**src/rsc_pkg.sv**
```systemverilog
// Package: register map, field positions and constants of the radio control block
package rsc_pkg;
   localparam int ADDR_W = 32;
   localparam logic [31:0] RSC_CTRL_ADDR = 32'h40000200;
   localparam logic [31:0] RSC_CTRL_RESET = 32'h00000004;
   localparam logic [31:0] RSC_RW_MASK = 32'h002e7e3c;
   localparam int RSSI_SEL_BIT = 21;
   localparam int WAKE_STAT_BIT = 20;
   localparam int KEEP_HI = 19;
   localparam int KEEP_LO = 17;
   localparam int MHZ_HI = 14;
   localparam int MHZ_LO = 9;
   localparam int PWRDN_BIT = 8;
   localparam int EDGE_BIT = 7;
   localparam int CLKSRC_BIT = 6;
   localparam int REVERSE_BIT = 5;
   localparam int SRC_HI = 4;
   localparam int SRC_LO = 3;
   localparam int ERRMSK_BIT = 2;
   localparam int ERRACK_BIT = 1;
   localparam int ERRSTAT_BIT = 0;
   localparam int RSSI_W = 8;
   localparam logic [1:0] SRC_MIXED = 2'h0;
   localparam logic [1:0] SRC_WAKE = 2'h1;
   localparam logic [1:0] SRC_RADIO0 = 2'h2;
   localparam logic [1:0] SRC_RADIO1 = 2'h3;
   localparam int SYNC_LEN = 3;
endpackage : rsc_pkg

```
**src/rsc_ctrl.sv**
```systemverilog
// Module: radio subsystem control and status register with debug bus routing
`timescale 1ns/1ps
module rsc_ctrl (
   input wire logic clock_in,
   input wire logic rst_n_in,
   input wire logic [rsc_pkg::ADDR_W-1:0] addr_in,
   input wire logic [31:0] wdata_in,
   input wire logic wr_in,
   input wire logic rd_in,
   output logic [31:0] rdata_out,
   input wire logic [rsc_pkg::RSSI_W-1:0] rssi_peak_in,
   input wire logic [rsc_pkg::RSSI_W-1:0] rssi_avg_in,
   output logic [rsc_pkg::RSSI_W-1:0] rssi_out,
   input wire logic slow_clock_in,
   input wire logic slow_timer_reset_in,
   input wire logic deep_sleep_req_in,
   input wire logic radio_powered_in,
   input wire logic sleep_exit_interrupt_in,
   input wire logic core_on_master_clock_in,
   input wire logic wake_event_in,
   output logic lowpower_wakeup_interrupt_out,
   output logic [5:0] master_clock_mhz_out,
   output logic powerdown_permitted_out,
   input wire logic em_access_error_in,
   output logic em_error_irq_out,
   input wire logic [7:0] bb_diag0_in,
   input wire logic [7:0] bb_diag1_in,
   input wire logic [7:0] bb_diag2_in,
   input wire logic [7:0] radio_diag0_in,
   input wire logic [7:0] radio_diag1_in,
   output logic [7:0] port0_pins_out,
   output logic [3:0] port1_pins_out
);
   import rsc_pkg::*;

   // ************************************************
   // State
   // ************************************************
   typedef enum logic [1:0] {
      PD_IDLE,
      PD_WAIT,
      PD_ALLOWED
   } rsc_pd_e;

   typedef struct packed {
      logic [31:0] ctrl;
      logic wake_pend;
      logic wake_ack_arm;
      logic edge_seen;
      logic err_stat;
      rsc_pd_e pd;
      logic [31:0] rdata;
      logic [RSSI_W-1:0] rssi;
      logic [7:0] p0;
      logic [3:0] p1;
   } rsc_ctrl_s;

   rsc_ctrl_s st_reg;
   rsc_ctrl_s st_next;

   logic [3:0] async_vec;
   logic [3:0] sync_level;
   logic [3:0] sync_rise;
   logic slow_tick;
   logic timer_held;
   logic hit;
   logic [7:0] dbg;
   logic [31:0] rd_word;

   function automatic logic [7:0] rsc_rev8(input logic [7:0] v);
      logic [7:0] r;
      r = '0;
      for (int i = 0; i < 8; i++) begin
         r[i] = v[7-i];
      end
      return r;
   endfunction : rsc_rev8

   // ************************************************
   // Slow-domain crossing
   // ************************************************
   assign async_vec = {deep_sleep_req_in, slow_timer_reset_in,
      wake_event_in, slow_clock_in};

   rsc_sync #(.W(4)) u_sync (
      .clock_in(clock_in),
      .rst_n_in(rst_n_in),
      .async_in(async_vec),
      .stable_out(sync_level),
      .rise_out(sync_rise)
   );

   assign slow_tick = sync_rise[0];
   assign timer_held = sync_level[2];
   assign hit = (addr_in == RSC_CTRL_ADDR);

   // ************************************************
   // Debug source and read word
   // ************************************************
   always_comb begin
      unique case (st_reg.ctrl[SRC_HI:SRC_LO])
         SRC_MIXED: dbg = {bb_diag2_in[7:5], bb_diag1_in[4:3],
            bb_diag0_in[2:0]};
         SRC_WAKE: dbg = {bb_diag2_in[7:5], bb_diag1_in[4:3],
            bb_diag0_in[2], st_reg.wake_pend, sync_level[3]};
         SRC_RADIO0: dbg = radio_diag0_in;
         SRC_RADIO1: dbg = radio_diag1_in;
      endcase
   end

   always_comb begin
      rd_word = st_reg.ctrl & RSC_RW_MASK;
      rd_word[WAKE_STAT_BIT] = st_reg.wake_pend;
      rd_word[PWRDN_BIT] = (st_reg.pd == PD_ALLOWED);
      rd_word[EDGE_BIT] = st_reg.edge_seen;
      rd_word[CLKSRC_BIT] = core_on_master_clock_in;
      rd_word[ERRSTAT_BIT] = st_reg.err_stat;
   end

   // ************************************************
   // Next state
   // ************************************************
   always_comb begin
      st_next = st_reg;
      st_next.rdata = '0;
      if (rd_in && hit) begin
         st_next.rdata = rd_word;
      end
      if (wr_in && hit) begin
         // Keep-zero fields stored as written, never used
         st_next.ctrl = wdata_in & RSC_RW_MASK;
         if (!wdata_in[EDGE_BIT]) begin
            st_next.edge_seen = 1'b0;
         end
         if (wdata_in[ERRACK_BIT]) begin
            st_next.err_stat = 1'b0;
         end
      end
      // Hardware sets win over software clears
      if (slow_tick && !timer_held) begin
         st_next.edge_seen = 1'b1;
      end
      if (em_access_error_in) begin
         st_next.err_stat = 1'b1;
      end
      // Wakeup pending; first slow tick after power-up arms, second acknowledges
      if (sync_rise[1]) begin
         st_next.wake_pend = 1'b1;
         st_next.wake_ack_arm = 1'b0;
      end else if (st_reg.wake_pend && radio_powered_in) begin
         if (st_reg.wake_ack_arm && slow_tick) begin
            st_next.wake_pend = 1'b0;
            st_next.wake_ack_arm = 1'b0;
         end else if (slow_tick) begin
            st_next.wake_ack_arm = 1'b1;
         end
      end
      // Power-down permission sequence paced by slow clock
      unique case (st_reg.pd)
         PD_IDLE: begin
            if (sync_level[3] && slow_tick) begin
               st_next.pd = PD_WAIT;
            end
         end
         PD_WAIT: begin
            if (sleep_exit_interrupt_in) begin
               st_next.pd = PD_IDLE;
            end else if (slow_tick) begin
               st_next.pd = PD_ALLOWED;
            end
         end
         PD_ALLOWED: begin
            if (sleep_exit_interrupt_in) begin
               st_next.pd = PD_IDLE;
            end
         end
         // Unused code falls back to idle rather than lock up
         default: begin
            st_next.pd = PD_IDLE;
         end
      endcase
      st_next.rssi = st_reg.ctrl[RSSI_SEL_BIT] ? rssi_avg_in
         : rssi_peak_in;
      if (st_reg.ctrl[REVERSE_BIT]) begin
         st_next.p0 = rsc_rev8(dbg);
      end else begin
         st_next.p0 = dbg;
      end
      st_next.p1 = st_next.p0[3:0];
   end

   always_ff @(posedge clock_in or negedge rst_n_in) begin
      if (!rst_n_in) begin
         st_reg <= '0;
         st_reg.ctrl <= RSC_CTRL_RESET;
         st_reg.pd <= PD_IDLE;
      end else begin
         st_reg <= st_next;
      end
   end

   // ************************************************
   // Outputs
   // ************************************************
   assign rdata_out = st_reg.rdata;
   assign rssi_out = st_reg.rssi;
   assign lowpower_wakeup_interrupt_out = st_reg.wake_pend;
   assign master_clock_mhz_out = st_reg.ctrl[MHZ_HI:MHZ_LO];
   assign powerdown_permitted_out = (st_reg.pd == PD_ALLOWED);
   assign em_error_irq_out = st_reg.err_stat & st_reg.ctrl[ERRMSK_BIT];
   assign port0_pins_out = st_reg.p0;
   assign port1_pins_out = st_reg.p1;

   // ************************************************
   // Checks
   // ************************************************
   // Registered outputs lag reset release by one edge
   rssi_route_a: assert property (
      @(posedge clock_in) disable iff (!rst_n_in)
      $past(rst_n_in) |-> rssi_out == ($past(st_reg.ctrl[RSSI_SEL_BIT]) ?
         $past(rssi_avg_in) : $past(rssi_peak_in)))
      else $error("rssi source wrong");

   wake_read_a: assert property (
      @(posedge clock_in) disable iff (!rst_n_in)
      rd_in && hit |=>
         rdata_out[WAKE_STAT_BIT] == $past(st_reg.wake_pend))
      else $error("wake status not mirrored");

   wake_ack_a: assert property (
      @(posedge clock_in) disable iff (!rst_n_in)
      $fell(lowpower_wakeup_interrupt_out) |->
         $past(radio_powered_in) && $past(slow_tick))
      else $error("wakeup acknowledged too early");

   mhz_field_a: assert property (
      @(posedge clock_in) disable iff (!rst_n_in)
      wr_in && hit |=>
         master_clock_mhz_out == $past(wdata_in[MHZ_HI:MHZ_LO]))
      else $error("mhz field not stored");

   pd_set_a: assert property (
      @(posedge clock_in) disable iff (!rst_n_in)
      $rose(powerdown_permitted_out) |-> $past(st_reg.pd == PD_WAIT))
      else $error("powerdown set out of sequence");

   pd_clear_a: assert property (
      @(posedge clock_in) disable iff (!rst_n_in)
      sleep_exit_interrupt_in |=> !powerdown_permitted_out)
      else $error("powerdown not cleared");

   edge_set_a: assert property (
      @(posedge clock_in) disable iff (!rst_n_in)
      slow_tick && !timer_held |=> st_reg.edge_seen)
      else $error("edge flag not set");

   clk_src_a: assert property (
      @(posedge clock_in) disable iff (!rst_n_in)
      rd_in && hit |=>
         rdata_out[CLKSRC_BIT] == $past(core_on_master_clock_in))
      else $error("clock source misreported");

   pin_map_a: assert property (
      @(posedge clock_in) disable iff (!rst_n_in)
      $past(rst_n_in) |->
         port0_pins_out[0] == ($past(st_reg.ctrl[REVERSE_BIT]) ?
         $past(dbg[7]) : $past(dbg[0])) &&
         port1_pins_out[3] == ($past(st_reg.ctrl[REVERSE_BIT]) ?
         $past(dbg[4]) : $past(dbg[3])))
      else $error("debug pin order wrong");

   reserved_zero_a: assert property (
      @(posedge clock_in) disable iff (!rst_n_in)
      rd_in |=> rdata_out[31:22] == '0 && rdata_out[16:15] == '0)
      else $error("reserved bits nonzero");
endmodule : rsc_ctrl

```
**src/rsc_sync.sv**
```systemverilog
// Module: three-stage synchroniser for a vector of slow-domain levels
`timescale 1ns/1ps
module rsc_sync #(
   parameter int W = 4
) (
   input wire logic clock_in,
   input wire logic rst_n_in,
   input wire logic [W-1:0] async_in,
   output logic [W-1:0] stable_out,
   output logic [W-1:0] rise_out
);
   import rsc_pkg::*;

   typedef struct packed {
      logic [W-1:0] s1;
      logic [W-1:0] s2;
      logic [W-1:0] s3;
      logic [W-1:0] level;
      logic [W-1:0] rise;
   } rsc_sync_s;

   rsc_sync_s st_reg;
   rsc_sync_s st_next;

   always_comb begin
      st_next = st_reg;
      st_next.s1 = async_in;
      st_next.s2 = st_reg.s1;
      st_next.s3 = st_reg.s2;
      st_next.rise = '0;
      for (int i = 0; i < W; i++) begin
         // A change counts only once stages two and three agree
         if (st_reg.s2[i] == st_reg.s3[i]) begin
            st_next.rise[i] = st_reg.s2[i] & ~st_reg.level[i];
            st_next.level[i] = st_reg.s2[i];
         end
      end
   end

   always_ff @(posedge clock_in or negedge rst_n_in) begin
      if (!rst_n_in) begin
         st_reg <= '0;
      end else begin
         st_reg <= st_next;
      end
   end

   assign stable_out = st_reg.level;
   assign rise_out = st_reg.rise;
endmodule : rsc_sync

```
**config.mk**
```make
export PLATFORM = sky130hd
export DESIGN_NAME = rsc_ctrl
export DESIGN_NICKNAME = d
export VERILOG_FILES = /design/src/rsc_pkg.sv /design/src/rsc_ctrl.sv /design/src/rsc_sync.sv
export SDC_FILE = /design/constraint.sdc
export NUM_CORES = 1
export LEC_CHECK = 0
export ABC_AREA = 1
export BUFFER_PORTS_ARGS = -buffer_cell sky130_fd_sc_hd__buf_2
export CORE_ASPECT_RATIO = 1.1
export CORE_MARGIN = 2
export CORE_UTILIZATION = 30
export DETAILED_ROUTE_END_ITERATION = 12
export HOLD_SLACK_MARGIN = 0.08
export SYNTH_ARGS = -nofsm -noshare
export SYNTH_HDL_FRONTEND = slang
export SYNTH_SLANG_ARGS = --single-unit
```
**constraint.sdc**
```tcl
create_clock -name clock_in -period 1.5 [get_ports clock_in]
set_input_delay 0.3 -clock clock_in [delete_from_list [all_inputs] [get_ports clock_in]]
set_output_delay 0.3 -clock clock_in [all_outputs]
set_load 0.1 [all_outputs]
```
# --- Yosys cells after proc, flatten, opt, wreduce, memory -nomap -nowiden ---
# Cells that the tools add are included.
totals:
  input_bits: 132
  ff_bits: 90
  out_inout_bits: 61
  elab_cells: 78
op_classes:
  eq_ne: 14
  n_bitwise: 5
  n_reduce_logical: 20
  n_mux: 21
ops:
  columns: ["operator", "count"]
  rows:
  - ["equality test 32 x 31 -> 1 bit, second input constant", 1]
  - ["one-hot mux 8 bit (4 select lines)", 1]
  - ["2-to-1 mux 22 bit", 1]
  - ["2-to-1 mux 8 bit", 2]
  - ["2-to-1 mux 2 bit", 7]
  - ["nonzero test 2 bit", 5]
  - ["2-to-1 mux 1 bit", 9]
  - ["AND reduction 2 bit", 4]
  - ["equality test 2 bit, second input constant", 3]
  - ["logical AND 1 bit", 6]
  - ["one-hot mux 2 bit (3 select lines)", 1]
  - ["equality test 1 bit", 4]
  - ["equality test 2 x 1 -> 1 bit, second input constant", 2]
  - ["logical NOT 2 bit", 2]
  - ["!= test 2 bit, second input constant", 2]
  - ["bitwise AND 1 bit", 3]
  - ["!= test 3 x 2 -> 1 bit, second input constant", 1]
  - ["AND reduction 3 bit", 1]
  - ["nonzero test 3 bit", 1]
  - ["!= test 2 x 1 -> 1 bit, second input constant", 1]
  - ["inverter 1 bit", 2]
  - ["logical NOT 1 bit", 1]

# --- Depth between registers and ports, before layout ---
logic_depth:
  depth_word: 4
  ltp_mapped: 10
  depth_no_buf: 9

# --- Cells and area by module ---
# A second synthesis with hierarchy kept.
hier_totals:
  cells_unflattened: 390
  hier_area_um2: 3444.6
by_module_without_submodules:
  columns: ["mod", "instances", "seq_area_each_um2", "area_per_inst_um2", "cells_per_inst"]
  rows:
  - ["rsc_ctrl", 1, 1377.6, 2803.9, 342]
  - ["rsc_sync", 1, 500.5, 640.6, 48]

# --- Least setup slack after synthesis ---
# No wires, ideal clock.
synth_path:
  path_kind: "reg-to-output"
  startpoint: "register st_reg[52] (netlist bit)"
  endpoint: "output powerdown_permitted_out"
  required_ns: 1.200
  stages_incl_launch_ff: 2
  arrival_ns: 1.686
  n_path_buf: 0
  setup_slack_ns: -0.486
  path_cell_list: "dfrtp_1 -> nor2_1"
synth_between:
  elab_chain_len: 1
synth_lines:
  columns: ["element", "line", "source"]
  rows:
  - ["start, declared", "rsc_ctrl.sv:58", "rsc_ctrl_s st_reg;"]
  - ["start signal, assigned", "rsc_ctrl.sv:198", "st_reg <= st_next;"]
  - ["equality test 2 bit", "rsc_ctrl.sv:209", "assign powerdown_permitted_out = (st_reg.pd == PD_ALLOWED);"]
  - ["end, declared", "rsc_ctrl.sv:23", "output logic powerdown_permitted_out,"]
# No other way between the ends.

# --- Worst setup path after layout ---
# Same ends and word-level chain as after synthesis.

==> run_results.csv <==
group,metric,value,unit
synth,yosys_warnings,0,
setup_path,end_kind,"output pin",
cells_and_area,syn2layout_area_growth,28.3,%
clocking,cts_setup_buffers,0,
synth,syn_avg_cell_area,9.01,um2
place,place_congestion,0.752,
detailed_routing,num_vias,2589,
cells_and_area,final_nets,616,
setup_path,path_class,"register to output pin",
setup_path,r2r_slack,0.21,ns
sta,rsz0062_at_grt,"false",
die,core,0.0108,mm2
place,place_ws,-0.129,ns
die,die_x,104,um
synth,ys_seq_area_frac,0.553,
grt,grt_pass1_wl,11.6,mm
grt,grt_max_degree,34,
clocking,cts_made_buffers,9,
clocking,ctsHtreeMaxLevel,3,
detailed_routing,detail-route-antenna-nets,0,
synth,ys_types,23,
die,dieArea,0.0119,mm2
sta,timing.final.crit_share,0.963,
cells_and_area,drive_gt1_frac,0.387,
sta,max_freq,692,MHz
clocking,max-clock-path-buffers,2,
clocking,cts-root-buf,"clkbuf_16",
synth,synthCells,367,
synth,synth_seq_cells,73,
clocking,cts_sinks,73,
sta,fin_crit,1.44,ns
setup_path,worstPathRequired,1.20,ns
synth,syn_area,0.00331,mm2
clocking,clk_pin_slew,0.06,ns
place,dpl.hpwl,5.31,mm
detailed_routing,drc,0,
grt,antenna_found_initial,0,
grt,grt_pass1_vias,2514,
flow_run,maxCapViolCount,0,
cells_and_area,fillers,1153,
die,rows,40,
die,initial_core_util,0.306,
detailed_routing,wl,6.96,mm
synth,synth_top_area_cell,"dfrtp_1",
grt,grt-ovfl-total,0,
setup_path,crit_fanout,4,
outcome,status,"finished clean",
die,die_h,114,um
sta,slew_violations,0,
grt,grt_use_total,0.125,
clocking,clk_latency,0.32,ns
place,io_buffers,147,
die,io_pins,193,
power,ir_worst_vdd,0.365,mV
detailed_routing,post_drt_wl_per_cell,10.9,um
sta,setup_slack,0.0554,ns
sta,finalHoldViolCount,0,
cells_and_area,largest_register_ffs,19,
detailed_routing,first_pass_iters,4,
detailed_routing,vias_per_cell,4.07,
sta,whs,0.170,ns
sta,setup_viol,0,
setup_path,start_kind,"register",
cells_and_area,n_antenna_cell,0,
setup_path,cp.arrival,1.14,ns
clocking,cts_tree,"done",
power,p_leak,2.31,nW
synth,synth_area_leaders,"dfrtp_1, buf_4, nand2_1",
power,p_per_area,1150,mW/mm2
synth,netlist.area_leader.share,0.545,
detailed_routing,drt_iter0_drc,114,
min_path,min_path_type,"primary input to register",
sta,fin_skew,0.00331,ns
## what timing repair did
action                                 4_1_cts  5_1_grt
setup endpoints to repair                    0        1
endpoints found under the hold margin       33        0
hold buffers                                 5        0
resized for setup                            0        2
## final cells by class
| class | count | area (um2) | share of cell area |
|---|---|---|---|
| Clock buffer | 9 | 225 | 0.0531 |
| Multi-Input combinational cell | 206 | 917 | 0.216 |
| Tap cell | 147 | 184 | 0.0434 |
| Sequential cell | 73 | 1830 | 0.431 |
| Inverter | 35 | 131 | 0.0310 |
| Timing Repair Buffer | 159 | 883 | 0.208 |
| Clock inverter | 7 | 71.3 | 0.0168 |
## worst paths after layout
| path | start | to | depth (start not counted) |
|---|---|---|---|
| max | st_reg[52] | powerdown_permitted_out | 2 |
| min | em_access_error_in | rd_word[0] | 3 |
| max reg2reg | rd_word[3] | port1_pins_out[2] | 9 |
| min reg2reg | u_sync.st_next[12] | u_sync.st_next[8] | 0 |
| max in group asynchronous | rst_n_in | rdata_out[21] | 3 |
| min in group asynchronous | rst_n_in | u_sync.st_next[13] | 2 |
## cell usage after synthesis
master and n:
nand4_1 4, a22o_1 1, a221oi_1 2, or2_2 1, nor2_2 10, conb_1 1
nand2_1 98, dfstp_2 1, nor2_1 35, inv_1 34, a21oi_1 4, nor3_1 2
nor2_4 1, maj3_1 4, nand2_2 1, nand2_4 1, buf_6 2, clkinv_1 1
nand3_1 18, buf_4 59, clkbuf_1 4, o21ai_0 11, dfrtp_1 72
## critical path: stages (launching register included)
cell and delay (ns):
dfrtp_1 0.42, nor2_2 0.20, buf_12 0.20
## power by group
part	leakage (nW)	internal (mW)	switching, mW
logic	1.25	0.171	0.536
clock network	0.137	1.28	0.808
registers	0.926	2.04	0.0314
total	2.31	3.49	1.38
## per-layer routing
layer | up-vias | track usage | part of all wire
met5 | - | 0 | 0
li1 | 1287 | - | -
met1 | 1183 | 0.147 | 0.41
met4 | 0 | 0.0541 | 0.017
met2 | 111 | 0.213 | 0.50
met3 | 8 | 0.0376 | 0.072
## cell usage in the layout, fill, tap and decap left out
cell,count
a21oi_1,4
a221oi_1,2
a22o_1,1
buf_12,3
buf_2,144
buf_4,7
bufinv_16,1
clkbuf_16,9
clkinv_1,1
clkinv_2,2
clkinv_4,1
clkinvlp_4,3
conb_1,13
dfrtp_1,71
dfrtp_2,1
dfstp_2,1
dlygate4sd3_1,5
inv_1,33
inv_2,1
maj3_1,4
nand2_1,97
nand2_2,2
nand2_4,1
nand3_1,18
nand4_1,4
nor2_1,34
nor2_2,11
nor2_4,1
nor3_1,2
o21ai_0,11
or2_2,1
## through the flow
step                instance area (um2)  utilization  power (mW)  instances  TNS [ns]
floorplan                          3360            -        2.64        379   -0.0205
global placement                   3890        0.360        2.80        615     -1.58
detailed placement                 3890        0.360        2.81        615     -2.14
CTS                                4240        0.392        4.94        636         0
global route                       4240        0.392        5.08        636         0
finish                             4240        0.392        4.86        636         0
## cells by family (layout without fill, tap and decap cells)
group,Yosys count,in the layout,share of synthesized area
other cells,1,13,0.00113
buf+inv,100,210,0.185
flops,73,73,0.553
fa+ha+maj,4,4,0.0121
compound gates,18,18,0.0306
simple gates,171,171,0.218
Note: power is estimated with default switching activity, not from simulation.
